### src/cwm_pkg.sv
package cwm_pkg;
  // clock and oscillator timing
  localparam int unsigned CLK_PERIOD_NS = 5;
  localparam int unsigned OSC_TICK_US = 512;
  localparam int unsigned OSC_TICK_CYCLES = (OSC_TICK_US * 1000) / CLK_PERIOD_NS;
  // wake periods in ms and in oscillator ticks
  localparam int unsigned WAKE_MS_48 = 48;
  localparam int unsigned WAKE_MS_96 = 96;
  localparam int unsigned WAKE_MS_192 = 192;
  localparam int unsigned WAKE_TICKS_48 = 94;
  localparam int unsigned WAKE_TICKS_96 = 188;
  localparam int unsigned WAKE_TICKS_192 = 376;
  localparam int unsigned WAKE_TICK_W = 9;
  // long open watchdog window, in oscillator ticks
  localparam int unsigned LONG_WIN_TICKS = 256;
  // least high time of a pwm sleep request
  localparam int unsigned PWM_MIN_HIGH = 4;
  // apb register byte addresses
  localparam logic [7:0] ADDR_CTRL = 8'h00;
  localparam logic [7:0] ADDR_STATUS = 8'h04;
  localparam logic [7:0] ADDR_IRQ_STAT = 8'h08;
  localparam logic [7:0] ADDR_IRQ_MASK = 8'h0c;
  localparam logic [7:0] ADDR_WD_TRIG = 8'h10;
  // control word fields
  localparam int unsigned BIT_HS1 = 1;
  localparam int unsigned BIT_HS2 = 2;
  localparam int unsigned BIT_HS3 = 3;
  localparam int unsigned BIT_LS1 = 4;
  localparam int unsigned BIT_LS2 = 5;
  localparam int unsigned BIT_UVS = 6;
  localparam int unsigned BIT_MODE_LO = 9;
  localparam int unsigned BIT_MODE_HI = 10;
  localparam int unsigned BIT_PWM_EN = 11;
  localparam int unsigned BIT_PER_LO = 12;
  localparam int unsigned BIT_PER_HI = 13;
  localparam logic [15:0] CTRL_RST = 16'h0000;
  localparam logic [15:0] CTRL_SW_MASK = 16'h007e;
  localparam logic [15:0] CTRL_MODE_MASK = 16'h0600;
  // interrupt status bits
  localparam int unsigned IRQ_W = 4;
  localparam int unsigned IRQ_TIMER = 0;
  localparam int unsigned IRQ_CAN = 1;
  localparam int unsigned IRQ_PIN = 2;
  localparam int unsigned IRQ_WD = 3;
  localparam logic [IRQ_W-1:0] IRQ_RST = 4'h0;

  // operating modes, mode_select_high then mode_select_low
  typedef enum logic [1:0] {
    MODE_STANDBY = 2'b00,
    MODE_RX_ONLY = 2'b01,
    MODE_CYCLIC = 2'b10,
    MODE_NORMAL = 2'b11
  } mode_t;

  // wake period code
  typedef enum logic [1:0] {
    PER_48 = 2'b00,
    PER_96 = 2'b01,
    PER_192 = 2'b10,
    PER_NONE = 2'b11
  } period_t;

  // sequencer states, gray along run, awake, sleep
  typedef enum logic [1:0] {
    ST_RUN = 2'b00,
    ST_AWAKE = 2'b01,
    ST_SLEEP = 2'b11
  } cw_state_t;

  // function gates towards the analog parts
  typedef struct packed {
    logic tx_en;
    logic rx_en;
    logic hs1;
    logic hs2;
    logic hs3;
    logic ls1;
    logic ls2;
    logic uv_sup;
    logic rtl_vcc;
    logic rth_gnd;
    logic spi_en;
  } sw_out_t;
endpackage

### src/osc_tick_gen.sv
`timescale 1ns/1ps
// divides the clock down to the oscillator tick
module osc_tick_gen #(
  parameter int unsigned TICK_CYCLES = cwm_pkg::OSC_TICK_CYCLES
) (
  input wire logic i_clk,
  input wire logic i_rst_n,
  output logic o_tick
);
  localparam int unsigned CW = $clog2(TICK_CYCLES + 1);
  logic [CW-1:0] cnt_q; // cycles within one tick

  // free-running prescaler, one-cycle pulse per tick
  always_ff @(posedge i_clk) begin
    if (!i_rst_n) begin
      cnt_q <= '0;
      o_tick <= 1'b0;
    end else if (cnt_q == CW'(TICK_CYCLES - 1)) begin
      cnt_q <= '0;
      o_tick <= 1'b1;
    end else begin
      cnt_q <= cnt_q + 1'b1;
      o_tick <= 1'b0;
    end
  end
endmodule // osc_tick_gen

### src/wake_timer.sv
`timescale 1ns/1ps
// counts oscillator ticks in sleep up to the programmed period
module wake_timer
  import cwm_pkg::*;
(
  input wire logic i_clk,
  input wire logic i_rst_n,
  input wire logic i_tick,
  input wire logic i_restart,
  input wire logic i_run,
  input period_t i_code,
  output logic o_expire
);
  logic [WAKE_TICK_W-1:0] cnt_q; // ticks since sleep entry
  logic [WAKE_TICK_W-1:0] target; // ticks of current code

  // period code to tick count
  always_comb begin
    case (i_code)
      PER_48: target = WAKE_TICK_W'(WAKE_TICKS_48);
      PER_96: target = WAKE_TICK_W'(WAKE_TICKS_96);
      PER_192: target = WAKE_TICK_W'(WAKE_TICKS_192);
      default: target = '0;
    endcase
  end

  // expiry on the tick that completes the period
  assign o_expire = i_run && i_tick && (i_code != PER_NONE) &&
                    (cnt_q == target - 1'b1);

  // restart on entry, hold when timed wake is off
  always_ff @(posedge i_clk) begin
    if (!i_rst_n || i_restart) begin
      cnt_q <= '0;
    end else if (i_run && i_tick && i_code != PER_NONE) begin
      cnt_q <= cnt_q + 1'b1;
    end
  end
endmodule // wake_timer

### src/cyclic_wake_mode_control.sv
`timescale 1ns/1ps
module cyclic_wake_mode_control
  import cwm_pkg::*;
#(
  parameter int unsigned TICK_CYCLES = OSC_TICK_CYCLES,
  parameter int unsigned WIN_TICKS = LONG_WIN_TICKS,
  parameter int unsigned PWM_MIN = PWM_MIN_HIGH
) (
  input wire logic i_clk,
  input wire logic i_rst_n,
  input wire logic i_psel,
  input wire logic i_penable,
  input wire logic i_pwrite,
  input wire logic [7:0] i_paddr,
  input wire logic [31:0] i_pwdata,
  output logic [31:0] o_prdata,
  output logic o_pready,
  output logic o_pslverr,
  input wire logic i_pwm,
  input wire logic i_wake_input_pin,
  input wire logic i_can_wake,
  input wire logic i_bus_rx,
  output sw_out_t o_sw,
  output logic o_rxd,
  output logic o_wd_reset,
  output logic o_irq
);
  localparam int unsigned WW = $clog2(WIN_TICKS + 1);
  localparam int unsigned PW = $clog2(PWM_MIN + 1);

  // true for the two low-power modes of the control word
  function automatic logic is_low_power(input mode_t m);
    return (m == MODE_STANDBY) || (m == MODE_CYCLIC);
  endfunction

  // state and registers
  cw_state_t state_q; // sequencer state
  cw_state_t state_d; // next sequencer state
  logic [15:0] ctrl_q; // control word
  logic [IRQ_W-1:0] irq_stat_q; // sticky events
  logic [IRQ_W-1:0] irq_stat_d; // next sticky events
  logic [IRQ_W-1:0] irq_mask_q; // interrupt enables
  logic [WW-1:0] win_q; // ticks in open window
  logic [PW-1:0] pwm_hi_q; // cycles pwm has been high
  logic pwm_prev_q; // pwm level last cycle
  logic wk_prev_q; // wake pin level last cycle
  logic can_wk_q; // can wake pending
  sw_out_t sw_d; // next function gates
  logic rxd_d; // next receive output

  // bus and event terms
  logic acc; // access completing this edge
  logic wr; // write completing
  logic ctrl_wr; // control word written
  logic trig_wr; // watchdog trigger written
  logic tick; // oscillator tick
  logic timer_exp; // wake period elapsed
  logic win_exp; // open window elapsed
  logic pwm_ok; // valid sleep request
  logic pin_rise; // wake pin rising edge
  logic wd_fire; // watchdog reset this cycle
  logic can_set; // can wake to latch
  mode_t mode; // selected mode
  period_t per; // selected wake period

  assign mode = mode_t'(ctrl_q[BIT_MODE_HI:BIT_MODE_LO]);
  assign per = period_t'(ctrl_q[BIT_PER_HI:BIT_PER_LO]);

  // apb access phase ends one cycle after it starts
  assign acc = i_psel && i_penable && o_pready;
  assign wr = acc && i_pwrite;
  // control and trigger writes are dropped while asleep
  assign ctrl_wr = wr && (i_paddr == ADDR_CTRL) && (state_q != ST_SLEEP);
  assign trig_wr = wr && (i_paddr == ADDR_WD_TRIG) && (state_q != ST_SLEEP);

  // oscillator tick source
  osc_tick_gen #(
    .TICK_CYCLES(TICK_CYCLES)
  ) u_tick (
    .i_clk(i_clk),
    .i_rst_n(i_rst_n),
    .o_tick(tick)
  );

  // wake period timer, restarted on every sleep entry
  wake_timer u_timer (
    .i_clk(i_clk),
    .i_rst_n(i_rst_n),
    .i_tick(tick),
    .i_restart(state_d == ST_SLEEP && state_q != ST_SLEEP),
    .i_run(state_q == ST_SLEEP),
    .i_code(per),
    .o_expire(timer_exp)
  );

  // wake pin looked at only while asleep
  assign pin_rise = (state_q == ST_SLEEP) && i_wake_input_pin && !wk_prev_q;
  // sleep request: pwm high long enough, then falls
  assign pwm_ok = (state_q == ST_AWAKE) && pwm_prev_q && !i_pwm &&
                  (pwm_hi_q == PW'(PWM_MIN));
  // window ends on the last tick
  assign win_exp = (state_q == ST_AWAKE) && tick && (win_q == WW'(WIN_TICKS - 1));
  assign wd_fire = win_exp && !trig_wr && !pwm_ok;
  // can wake counts in stand-by and both cyclic states
  assign can_set = i_can_wake &&
                   ((state_q != ST_RUN) || (mode == MODE_STANDBY));

  // next sequencer state
  always_comb begin
    state_d = state_q;
    case (state_q)
      ST_RUN: begin
        // entering cyclic wake goes to awake first
        if (mode == MODE_CYCLIC && !wd_fire) begin
          state_d = ST_AWAKE;
        end
      end
      ST_AWAKE: begin
        if (wd_fire) begin
          state_d = ST_RUN;
        end else if (mode != MODE_CYCLIC) begin
          state_d = ST_RUN;
        end else if (pwm_ok) begin
          state_d = ST_SLEEP;
        end
      end
      ST_SLEEP: begin
        // any of three wake sources
        if (timer_exp || i_can_wake || pin_rise) begin
          state_d = ST_AWAKE;
        end
      end
      default: state_d = ST_RUN;
    endcase
  end

  // sequencer state register
  always_ff @(posedge i_clk) begin
    if (!i_rst_n) begin
      state_q <= ST_RUN;
    end else begin
      state_q <= state_d;
    end
  end

  // control word, cleared by reset, switch and mode fields cleared by watchdog reset
  always_ff @(posedge i_clk) begin
    if (!i_rst_n) begin
      ctrl_q <= CTRL_RST;
    end else if (wd_fire) begin
      ctrl_q <= ctrl_q & ~(CTRL_SW_MASK | CTRL_MODE_MASK);
    end else if (ctrl_wr) begin
      ctrl_q <= i_pwdata[15:0];
    end
  end

  // long open window counter, restarted on awake entry
  always_ff @(posedge i_clk) begin
    if (!i_rst_n) begin
      win_q <= '0;
    end else if (state_d == ST_AWAKE && state_q != ST_AWAKE) begin
      win_q <= '0;
    end else if (trig_wr) begin
      win_q <= '0; // valid trigger reopens window
    end else if (state_q == ST_AWAKE && tick && !win_exp) begin
      win_q <= win_q + 1'b1;
    end
  end

  // pwm high-time counter, saturating
  always_ff @(posedge i_clk) begin
    if (!i_rst_n) begin
      pwm_hi_q <= '0;
      pwm_prev_q <= 1'b0;
    end else begin
      pwm_prev_q <= i_pwm;
      if (!i_pwm) begin
        pwm_hi_q <= '0;
      end else if (pwm_hi_q != PW'(PWM_MIN)) begin
        pwm_hi_q <= pwm_hi_q + 1'b1;
      end
    end
  end

  // wake pin edge history
  always_ff @(posedge i_clk) begin
    if (!i_rst_n) begin
      wk_prev_q <= 1'b0;
    end else begin
      wk_prev_q <= i_wake_input_pin;
    end
  end

  // can wake latch, set wins over clear
  always_ff @(posedge i_clk) begin
    if (!i_rst_n) begin
      can_wk_q <= 1'b0;
    end else if (can_set) begin
      can_wk_q <= 1'b1;
    end else if (!is_low_power(mode)) begin
      can_wk_q <= 1'b0;
    end
  end

  // function gates for each state
  always_comb begin
    sw_d = '0;
    sw_d.rth_gnd = 1'b1;
    case (state_q)
      ST_RUN: begin
        sw_d.tx_en = (mode == MODE_NORMAL);
        sw_d.rx_en = !is_low_power(mode);
        // bit 1 gates the pwm pin when pwm is enabled
        sw_d.hs1 = ctrl_q[BIT_HS1] && (!ctrl_q[BIT_PWM_EN] || i_pwm);
        sw_d.hs2 = ctrl_q[BIT_HS2];
        sw_d.hs3 = ctrl_q[BIT_HS3];
        sw_d.ls1 = ctrl_q[BIT_LS1];
        sw_d.ls2 = ctrl_q[BIT_LS2];
        sw_d.uv_sup = ctrl_q[BIT_UVS];
        sw_d.rtl_vcc = !is_low_power(mode);
        sw_d.spi_en = 1'b1;
      end
      ST_AWAKE: begin
        // only third switch may run
        sw_d.hs3 = ctrl_q[BIT_HS3];
        sw_d.uv_sup = ctrl_q[BIT_UVS];
        sw_d.spi_en = 1'b1;
      end
      default: begin
        sw_d.spi_en = 1'b0;
      end
    endcase
  end

  // receive output source
  always_comb begin
    if (state_q == ST_RUN && !is_low_power(mode)) begin
      rxd_d = i_bus_rx;
    end else if (state_q == ST_SLEEP) begin
      rxd_d = 1'b1; // low shows once awake
    end else begin
      rxd_d = !can_wk_q;
    end
  end

  // registered pin outputs
  always_ff @(posedge i_clk) begin
    if (!i_rst_n) begin
      o_sw <= '0;
      o_rxd <= 1'b1;
      o_wd_reset <= 1'b0;
    end else begin
      o_sw <= sw_d;
      o_rxd <= rxd_d;
      o_wd_reset <= wd_fire;
    end
  end

  // sticky events, set wins over write-one clear
  always_comb begin
    irq_stat_d = irq_stat_q;
    if (wr && i_paddr == ADDR_IRQ_STAT) begin
      irq_stat_d = irq_stat_d & ~i_pwdata[IRQ_W-1:0];
    end
    irq_stat_d[IRQ_TIMER] = irq_stat_d[IRQ_TIMER] | timer_exp;
    irq_stat_d[IRQ_CAN] = irq_stat_d[IRQ_CAN] | can_set;
    irq_stat_d[IRQ_PIN] = irq_stat_d[IRQ_PIN] | pin_rise;
    irq_stat_d[IRQ_WD] = irq_stat_d[IRQ_WD] | wd_fire;
  end

  // interrupt registers and output
  always_ff @(posedge i_clk) begin
    if (!i_rst_n) begin
      irq_stat_q <= IRQ_RST;
      irq_mask_q <= IRQ_RST;
      o_irq <= 1'b0;
    end else begin
      irq_stat_q <= irq_stat_d;
      o_irq <= |(irq_stat_d & irq_mask_q);
      if (wr && i_paddr == ADDR_IRQ_MASK) begin
        irq_mask_q <= i_pwdata[IRQ_W-1:0];
      end
    end
  end

  // apb slave: one wait state, read data loaded with ready
  always_ff @(posedge i_clk) begin
    if (!i_rst_n) begin
      o_pready <= 1'b0;
      o_pslverr <= 1'b0;
      o_prdata <= '0;
    end else if (i_psel && i_penable && !o_pready) begin
      o_pready <= 1'b1;
      o_pslverr <= 1'b0;
      o_prdata <= '0;
      if (i_paddr == ADDR_CTRL) begin
        o_prdata <= {16'h0000, ctrl_q};
      end else if (i_paddr == ADDR_STATUS) begin
        o_prdata <= {29'h0000000, can_wk_q, state_q};
      end else if (i_paddr == ADDR_IRQ_STAT) begin
        o_prdata <= {28'h0000000, irq_stat_q};
      end else if (i_paddr == ADDR_IRQ_MASK) begin
        o_prdata <= {28'h0000000, irq_mask_q};
      end else if (i_paddr == ADDR_WD_TRIG) begin
        o_prdata <= '0;
      end else begin
        o_pslverr <= 1'b1; // unmapped address
      end
    end else begin
      o_pready <= 1'b0;
      o_pslverr <= 1'b0;
    end
  end
endmodule // cyclic_wake_mode_control

### config.mk
export PLATFORM = sky130hd
export DESIGN_NAME = cyclic_wake_mode_control
export DESIGN_NICKNAME = d
export VERILOG_FILES = /design/src/cwm_pkg.sv /design/src/osc_tick_gen.sv /design/src/wake_timer.sv /design/src/cyclic_wake_mode_control.sv
export SDC_FILE = /design/constraint.sdc
export NUM_CORES = 1
export LEC_CHECK = 0
export BUFFER_PORTS_ARGS = -buffer_cell sky130_fd_sc_hd__buf_2
export CAP_MARGIN = 20
export CORE_UTILIZATION = 40
export DETAILED_ROUTE_END_ITERATION = 10
export GPL_TIMING_DRIVEN = 0
export PLACE_DENSITY = 0.63
export SLEW_MARGIN = 20
export SYNTH_ARGS = -nofsm -noshare
export SYNTH_HDL_FRONTEND = slang
export SYNTH_SLANG_ARGS = --single-unit
### constraint.sdc
create_clock -name i_clk -period 2.1 [get_ports i_clk]
set_input_delay 0 -clock i_clk [delete_from_list [all_inputs] [get_ports i_clk]]
set_output_delay 0 -clock i_clk [all_outputs]
set_load 0.05 [all_outputs]
* Word-level counts from Yosys, hierarchy flattened
Index checks and enable logic that the tools add are counted.
Word-level totals: flip-flop bits (word level) 115, bits in latches 0, memory bits (writable) 0, bits in read-only memories 0, input port bits 49, output and inout port bits 48, word-level logic and storage cells 148, memories kept 0
Operators by class: $add $sub $neg 5, multipliers 0, div/mod/pow operators 0, $lt $le $gt $ge 0, equal/unequal tests 22, shift operators 0, mux-type cells 21, bitwise logic cells 10, reduce and logical (&&, ||, !) cells 61
Operator list (count):
- 1-bit logical AND | 29
- 9-bit case mux with 3 select lines | 1
- 9-bit by 1-bit adder with 9-bit output, second input constant | 2
- 17-bit by 1-bit adder with 17-bit output, second input constant | 1
- 17-bit == test, second input constant | 1
- 8-bit by 4-bit == test with 1-bit output, second input constant | 2
- 16-bit two-way mux | 1
- 4-bit two-way mux | 4
- 2-bit two-way mux | 6
- 1-bit logical NOT | 11
- 2-bit == test, second input constant | 5
- 9-bit by 8-bit == test with 1-bit output, second input constant | 1
- 9-bit == test | 1
- 9-bit by 1-bit subtractor with 9-bit output, second input constant | 1
- 4-bit AND | 2
- 8-bit by 3-bit == test with 1-bit output, second input constant | 1
- 8-bit by 5-bit == test with 1-bit output, second input constant | 1
- 8-bit logical NOT | 1
- 1-bit two-way mux | 8
- 2-bit inequality test, second input constant | 4
- 2-bit AND reduction | 4
- 2-bit by 1-bit == test with 1-bit output, second input constant | 3
- 2-bit logical NOT | 3
- 1-bit logical OR | 6
- 13 further kinds | 20

* Longest topological paths before layout
word-level depth 15, depth in mapped cells 11

* Modules after synthesis
From an unflattened synthesis, not the netlist that was laid out.
Second synthesis, totals: cell total of the unflattened synthesis 476, area total of the unflattened synthesis 4415.5 um^2
By module, submodules not included:
- cyclic_wake_mode_control | times used 1, cells each 322, area an instance 3029.2 um^2, seq. area each 1441.4 um^2
- osc_tick_gen | times used 1, cells each 84, area an instance 797.0 um^2, seq. area each 360.3 um^2
- wake_timer | times used 1, cells each 70, area an instance 589.3 um^2, seq. area each 180.2 um^2

* Least setup slack after synthesis
No wires, ideal clock.
kind register to register, from reg win_q[0], to reg win_q[7], setup time 0.132 ns, arrival time 1.936 ns, data required time 1.968 ns, path slack 0.033 ns, cell stages (with the launch flop) 12, buffers on the path 1, period minus slack after synthesis 2.067 ns, path through dfxtp_1 > ha_1 > nand2_1 > nor2_1 > and3_1 > ha_1 > nor4bb_1 > buf_2 > nand4_1 > nor3_1 > xnor2_1 > nor3_1
On the way: word-level cells in the longest chain between the ends 11, elaborated cells on any way between the ends 15
RTL lines:
- start, declared | RTL line cyclic_wake_mode_control.sv:43 | logic [WW-1:0] win_q;
- start signal, assigned | RTL line cyclic_wake_mode_control.sv:166 | win_q <= win_q + 1'b1;
- 9-bit by 8-bit == test with 1-bit output | RTL line cyclic_wake_mode_control.sv:102 | assign win_exp = (state_q == ST_AWAKE) && tick && (win_q == WW'(WIN_TICKS - 1));
- 1-bit logical AND | RTL line cyclic_wake_mode_control.sv:102
- 1-bit logical AND (2 in a row) | RTL line cyclic_wake_mode_control.sv:103 | assign wd_fire = win_exp && !trig_wr && !pwm_ok;
- 1-bit logical NOT | RTL line cyclic_wake_mode_control.sv:114 | if (mode == MODE_CYCLIC && !wd_fire) begin
- 1-bit logical AND | RTL line cyclic_wake_mode_control.sv:114
- 2-bit two-way mux | RTL line cyclic_wake_mode_control.sv:114
- 2-bit case mux with 3 select lines | RTL line cyclic_wake_mode_control.sv:111 | case (state_q)
- 2-bit by 1-bit == test with 1-bit output | RTL line cyclic_wake_mode_control.sv:161 | end else if (state_d == ST_AWAKE && state_q != ST_AWAKE) begin
- 1-bit logical AND | RTL line cyclic_wake_mode_control.sv:161
- 3-bit OR reduction (no line)
Several ways; a longest one is shown, not always the timed one. A chain may end at the register's enable or synchronous reset.

* Worst setup path in the final report
from reg win_q[1], to reg win_q[3]
Same word-level chain as after synthesis.

==> summary.txt <==
STA
  – Slew @ Worst Pin: 0.648 ns
  – Final setup viols: 0
  – Fin crit period: 2.03 ns
  – Max frequency: 492 MHz
  – Final Cycle Share: 96.8%
  – Final Hold Vio Count: 0
  – Unrepaired setup endpoints after global routing: yes
  – Max-slew violations: 0
  – Slew HR: 56.5%
  – Clk_skew: 0.0158 ns

Final layout
  – Nets: 631
  – Antenna diodes: 0
  – Fin cells: 717
  – Layout cells sized above 1: 24.3%
  – P&R area growth vs syn: 25.5%
  – Fin util: 52.2%

Min path
  – Hold Crit Depth: 4
  – Hold WC Path Type: in2reg

Drt
  – Wire per inst: 12.9 um
  – Post-route ant nets: 0
  – DR vias/cell: 4.88
  – Drt total wl: 9260 um
  – Initial drt markers: 121
  – 1st-pass router iterations: 4
  – DRC: 0
  – Vias: 3,497

Floorplanning
  – I/O pin count: 97
  – Die area: 11,200 um^2
  – Initial Util: 41.6%
  – Std cell rows: 37
  – Core area: 10,400 um^2
  – Width of the die: 106 um
  – Die Ht: 106 um

Synthesis
  – Netlist Area Pre-Place: 4310 um^2
  – Mapped Cells: 462
  – Sequential area share after synthesis: 46.0%
  – Post-synthesis register bit count: 99
  – Syn_area_per_cell: 9.34 um^2
  – Number of library cell types mapped by synthesis: 62
  – Ys flop type: dfxtp_1
  – Ys Warns: 0
  – Share of synthesized registers carrying an async set or reset: 0%
  – Post-synth EDFFs: 0

Placed design
  – Gpl congestion: 0.789
  – Cell total after placement: 675
  – HPWL Detailed: 6690 um
  – Input/output buffers: 62

Critical path
  – Buf+Inv Stages, Crit Path: 2
  – Largest fanout on the critical path: 3
  – Family with the most delay on the worst path: simple AND/OR/NAND/NOR gates
  – R2r setup slk: 0.07 ns
  – Cell at the slowest stage of the critical path: dfxtp_2
  – Slowest stage delay, CP: 0.35 ns
  – CP Data Required Time: 2.38 ns
  – Worst endpoint data arrival time: 2.31 ns
  – Critical Path Source Type: flip-flop
  – WP depth: 11
  – CP Capture Type: flip-flop
  – Reg2Reg Depth: 11
  – Critical setup path kind: reg2reg
  – Crit-path cells: ha_4, nand2_2, nor2_2, and3_4, ha_4, nor4bb_4, buf_4, nand4_1, buf_4, xor2_1, nor3_1

Global routing
  – Vias in the first global route: 3,299
  – GR Util All Layers: 17.5%
  – Largest net degree at the start of global routing: 21
  – Initial antenna violation count: 0
  – First-pass GRT wire length: 15,600 um
  – GRT overflow: 0

Power and ir drop
  – Static leakage: 0.00229 uW
  – Clock power share: 35.7%
  – Max VDD drop: 0.370 mV
  – Int Pwr: 2480 uW
  – Comb pwr share: 8.5%
  – Sw Share: 27.3%
  – Psw: 931 uW
  – PD cells: 630 nW/um^2
  – Share of power burned in registers: 55.8%

Clock tree
  – Root Buffer Master: clkbuf_8
  – CTS tree: yes
  – Clk slew on worst S/H paths: 0.10 ns
  – CTS buffer count: 9
  – Worst skew pair latency: 0.37 ns
  – Htree depth: 3
  – Clk sinks: 99
  – CTS max path bufs: 2

Status
  – Run status: complete, no violations

Job
  – Maxcap violations: 0
-- layer usage --
layer  routed length, um  share of wire [%]  global-route usage (%)
met5                   0                  0                       0
met4                  84               0.91                    4.46
met3                 393                4.2                    4.08
met2                4320                 47                    29.6
met1                4460                 48                    22.5
-- placed cells by master (no fill, tap or decap), types with 3 or more instances in the layout --
master	instances
o21ai_0	6
buf_4	24
nor3_1	16
buf_2	65
and2_1	13
and4_1	3
clkbuf_8	11
and3_1	8
dlygate4sd3_1	22
inv_1	10
dfxtp_1	95
mux4_2	3
nand2b_1	5
conb_1	16
a21oi_1	4
ha_1	4
nand3_1	11
xnor2_1	12
nor2_1	81
xor2_1	20
mux2i_1	23
dfxtp_2	4
inv_8	3
clkbuf_1	10
nand4_1	12
nand2_1	25
a22oi_1	17
-- Yosys cell counts, drive strengths merged, types with 7 or more instances --
| cell | number | area share, % |
|---|---|---|
| a22oi | 17 | 3.0 |
| and2 | 15 | 2.2 |
| and3 | 9 | 1.3 |
| buf | 24 | 3.9 |
| clkbuf | 15 | 1.8 |
| dfxtp | 99 | 46 |
| inv | 10 | 0.87 |
| mux2i | 23 | 5.3 |
| nand2 | 26 | 2.3 |
| nand3 | 11 | 1.3 |
| nand4 | 13 | 2.0 |
| nor2 | 82 | 7.1 |
| nor3 | 18 | 2.1 |
| o21ai | 7 | 0.81 |
| xnor2 | 12 | 2.4 |
| xor2 | 20 | 4.1 |
-- tightest hold or removal path, delay by kind of cell --
| kind | cells | cell delay (ns) |
|---|---|---|
| buffers and inverters | 1 | 0.12 |
| AO/OA/AOI/OAI | 2 | 0.18 |
| AND/OR/NAND/NOR | 1 | 0.03 |
-- stage by stage --
step	hold WS, ns	setup TNS, ns	total power [uW]	cell area (um^2)	worst slack, ns
global route	0.0454	-0.225	3560	5410	-0.102
detailed placement	0.123	-3.98	2200	4850	-0.299
finish	0.0210	0	3410	5410	0.0675
CTS	0.00168	0	3460	5330	0.0104
global placement	0.118	-3.60	2200	4850	-0.275
floorplan	0.0277	0	2130	4370	0.0325
-- power by group through the flow --
stage / combinational (uW) / sequential, uW / clock, uW
2_1_floorplan: 172 / 1960 / 0
6_report: 289 / 1900 / 1220
5_1_grt: 313 / 1910 / 1340
3_5_place_dp: 255 / 1950 / 0
4_1_cts: 287 / 1900 / 1270
3_3_place_gp: 253 / 1950 / 0
-- kinds of logic after synthesis --
kind of cell,share of synthesized area [%]
adder cells (fa/ha/maj),1.74
AO/OA/AOI/OAI,8.30
AND/OR/NAND/NOR,23.6
other,0.0869
flip-flops,46.0
multiplexers,7.17
buffers and inverters,6.70
XOR/XNOR,6.50
-- final cells by class --
| cell class | count | area [um^2] |
|---|---|---|
| Fill cell | 981 | 4960 |
| Multi-Input combinational cell | 328 | 2180 |
| Sequential cell | 99 | 1990 |
| Timing Repair Buffer | 90 | 588 |
| Buffer | 37 | 243 |
| Tap cell | 136 | 170 |
| Clock buffer | 9 | 124 |
| Clock inverter | 7 | 76.3 |
| Inverter | 11 | 41.3 |
-- sequential cells by signal, indices dropped and copies added, names as in the netlist, 2 cells and up --
name / count
u_tick.cnt_q: 17
ctrl_q: 16
o_prdata: 16
o_sw: 10
u_timer.cnt_q: 9
win_q: 9
irq_mask_q: 4
irq_stat_q: 4
pwm_hi_q: 3
state_q: 2
-- worst paths after layout --
kind	start	endpoint
hold reg to reg	u_tick.cnt_q[0]	u_tick.cnt_q[0]
setup / recovery	win_q[1]	win_q[3]
setup reg to reg	win_q[1]	win_q[3]
hold / removal	i_can_wake	can_wk_q
-- timing repair --
action                                  in CTS  in global routing
pin swaps                                    5                  9
hold buffers                                22                  0
hold endpoints to repair                    28                  0
buffers inserted                             4                  2
resized for setup                            9                 11
endpoints found under the setup margin      27                 24
No activity file was read; power rests on OpenSTA's default activity.
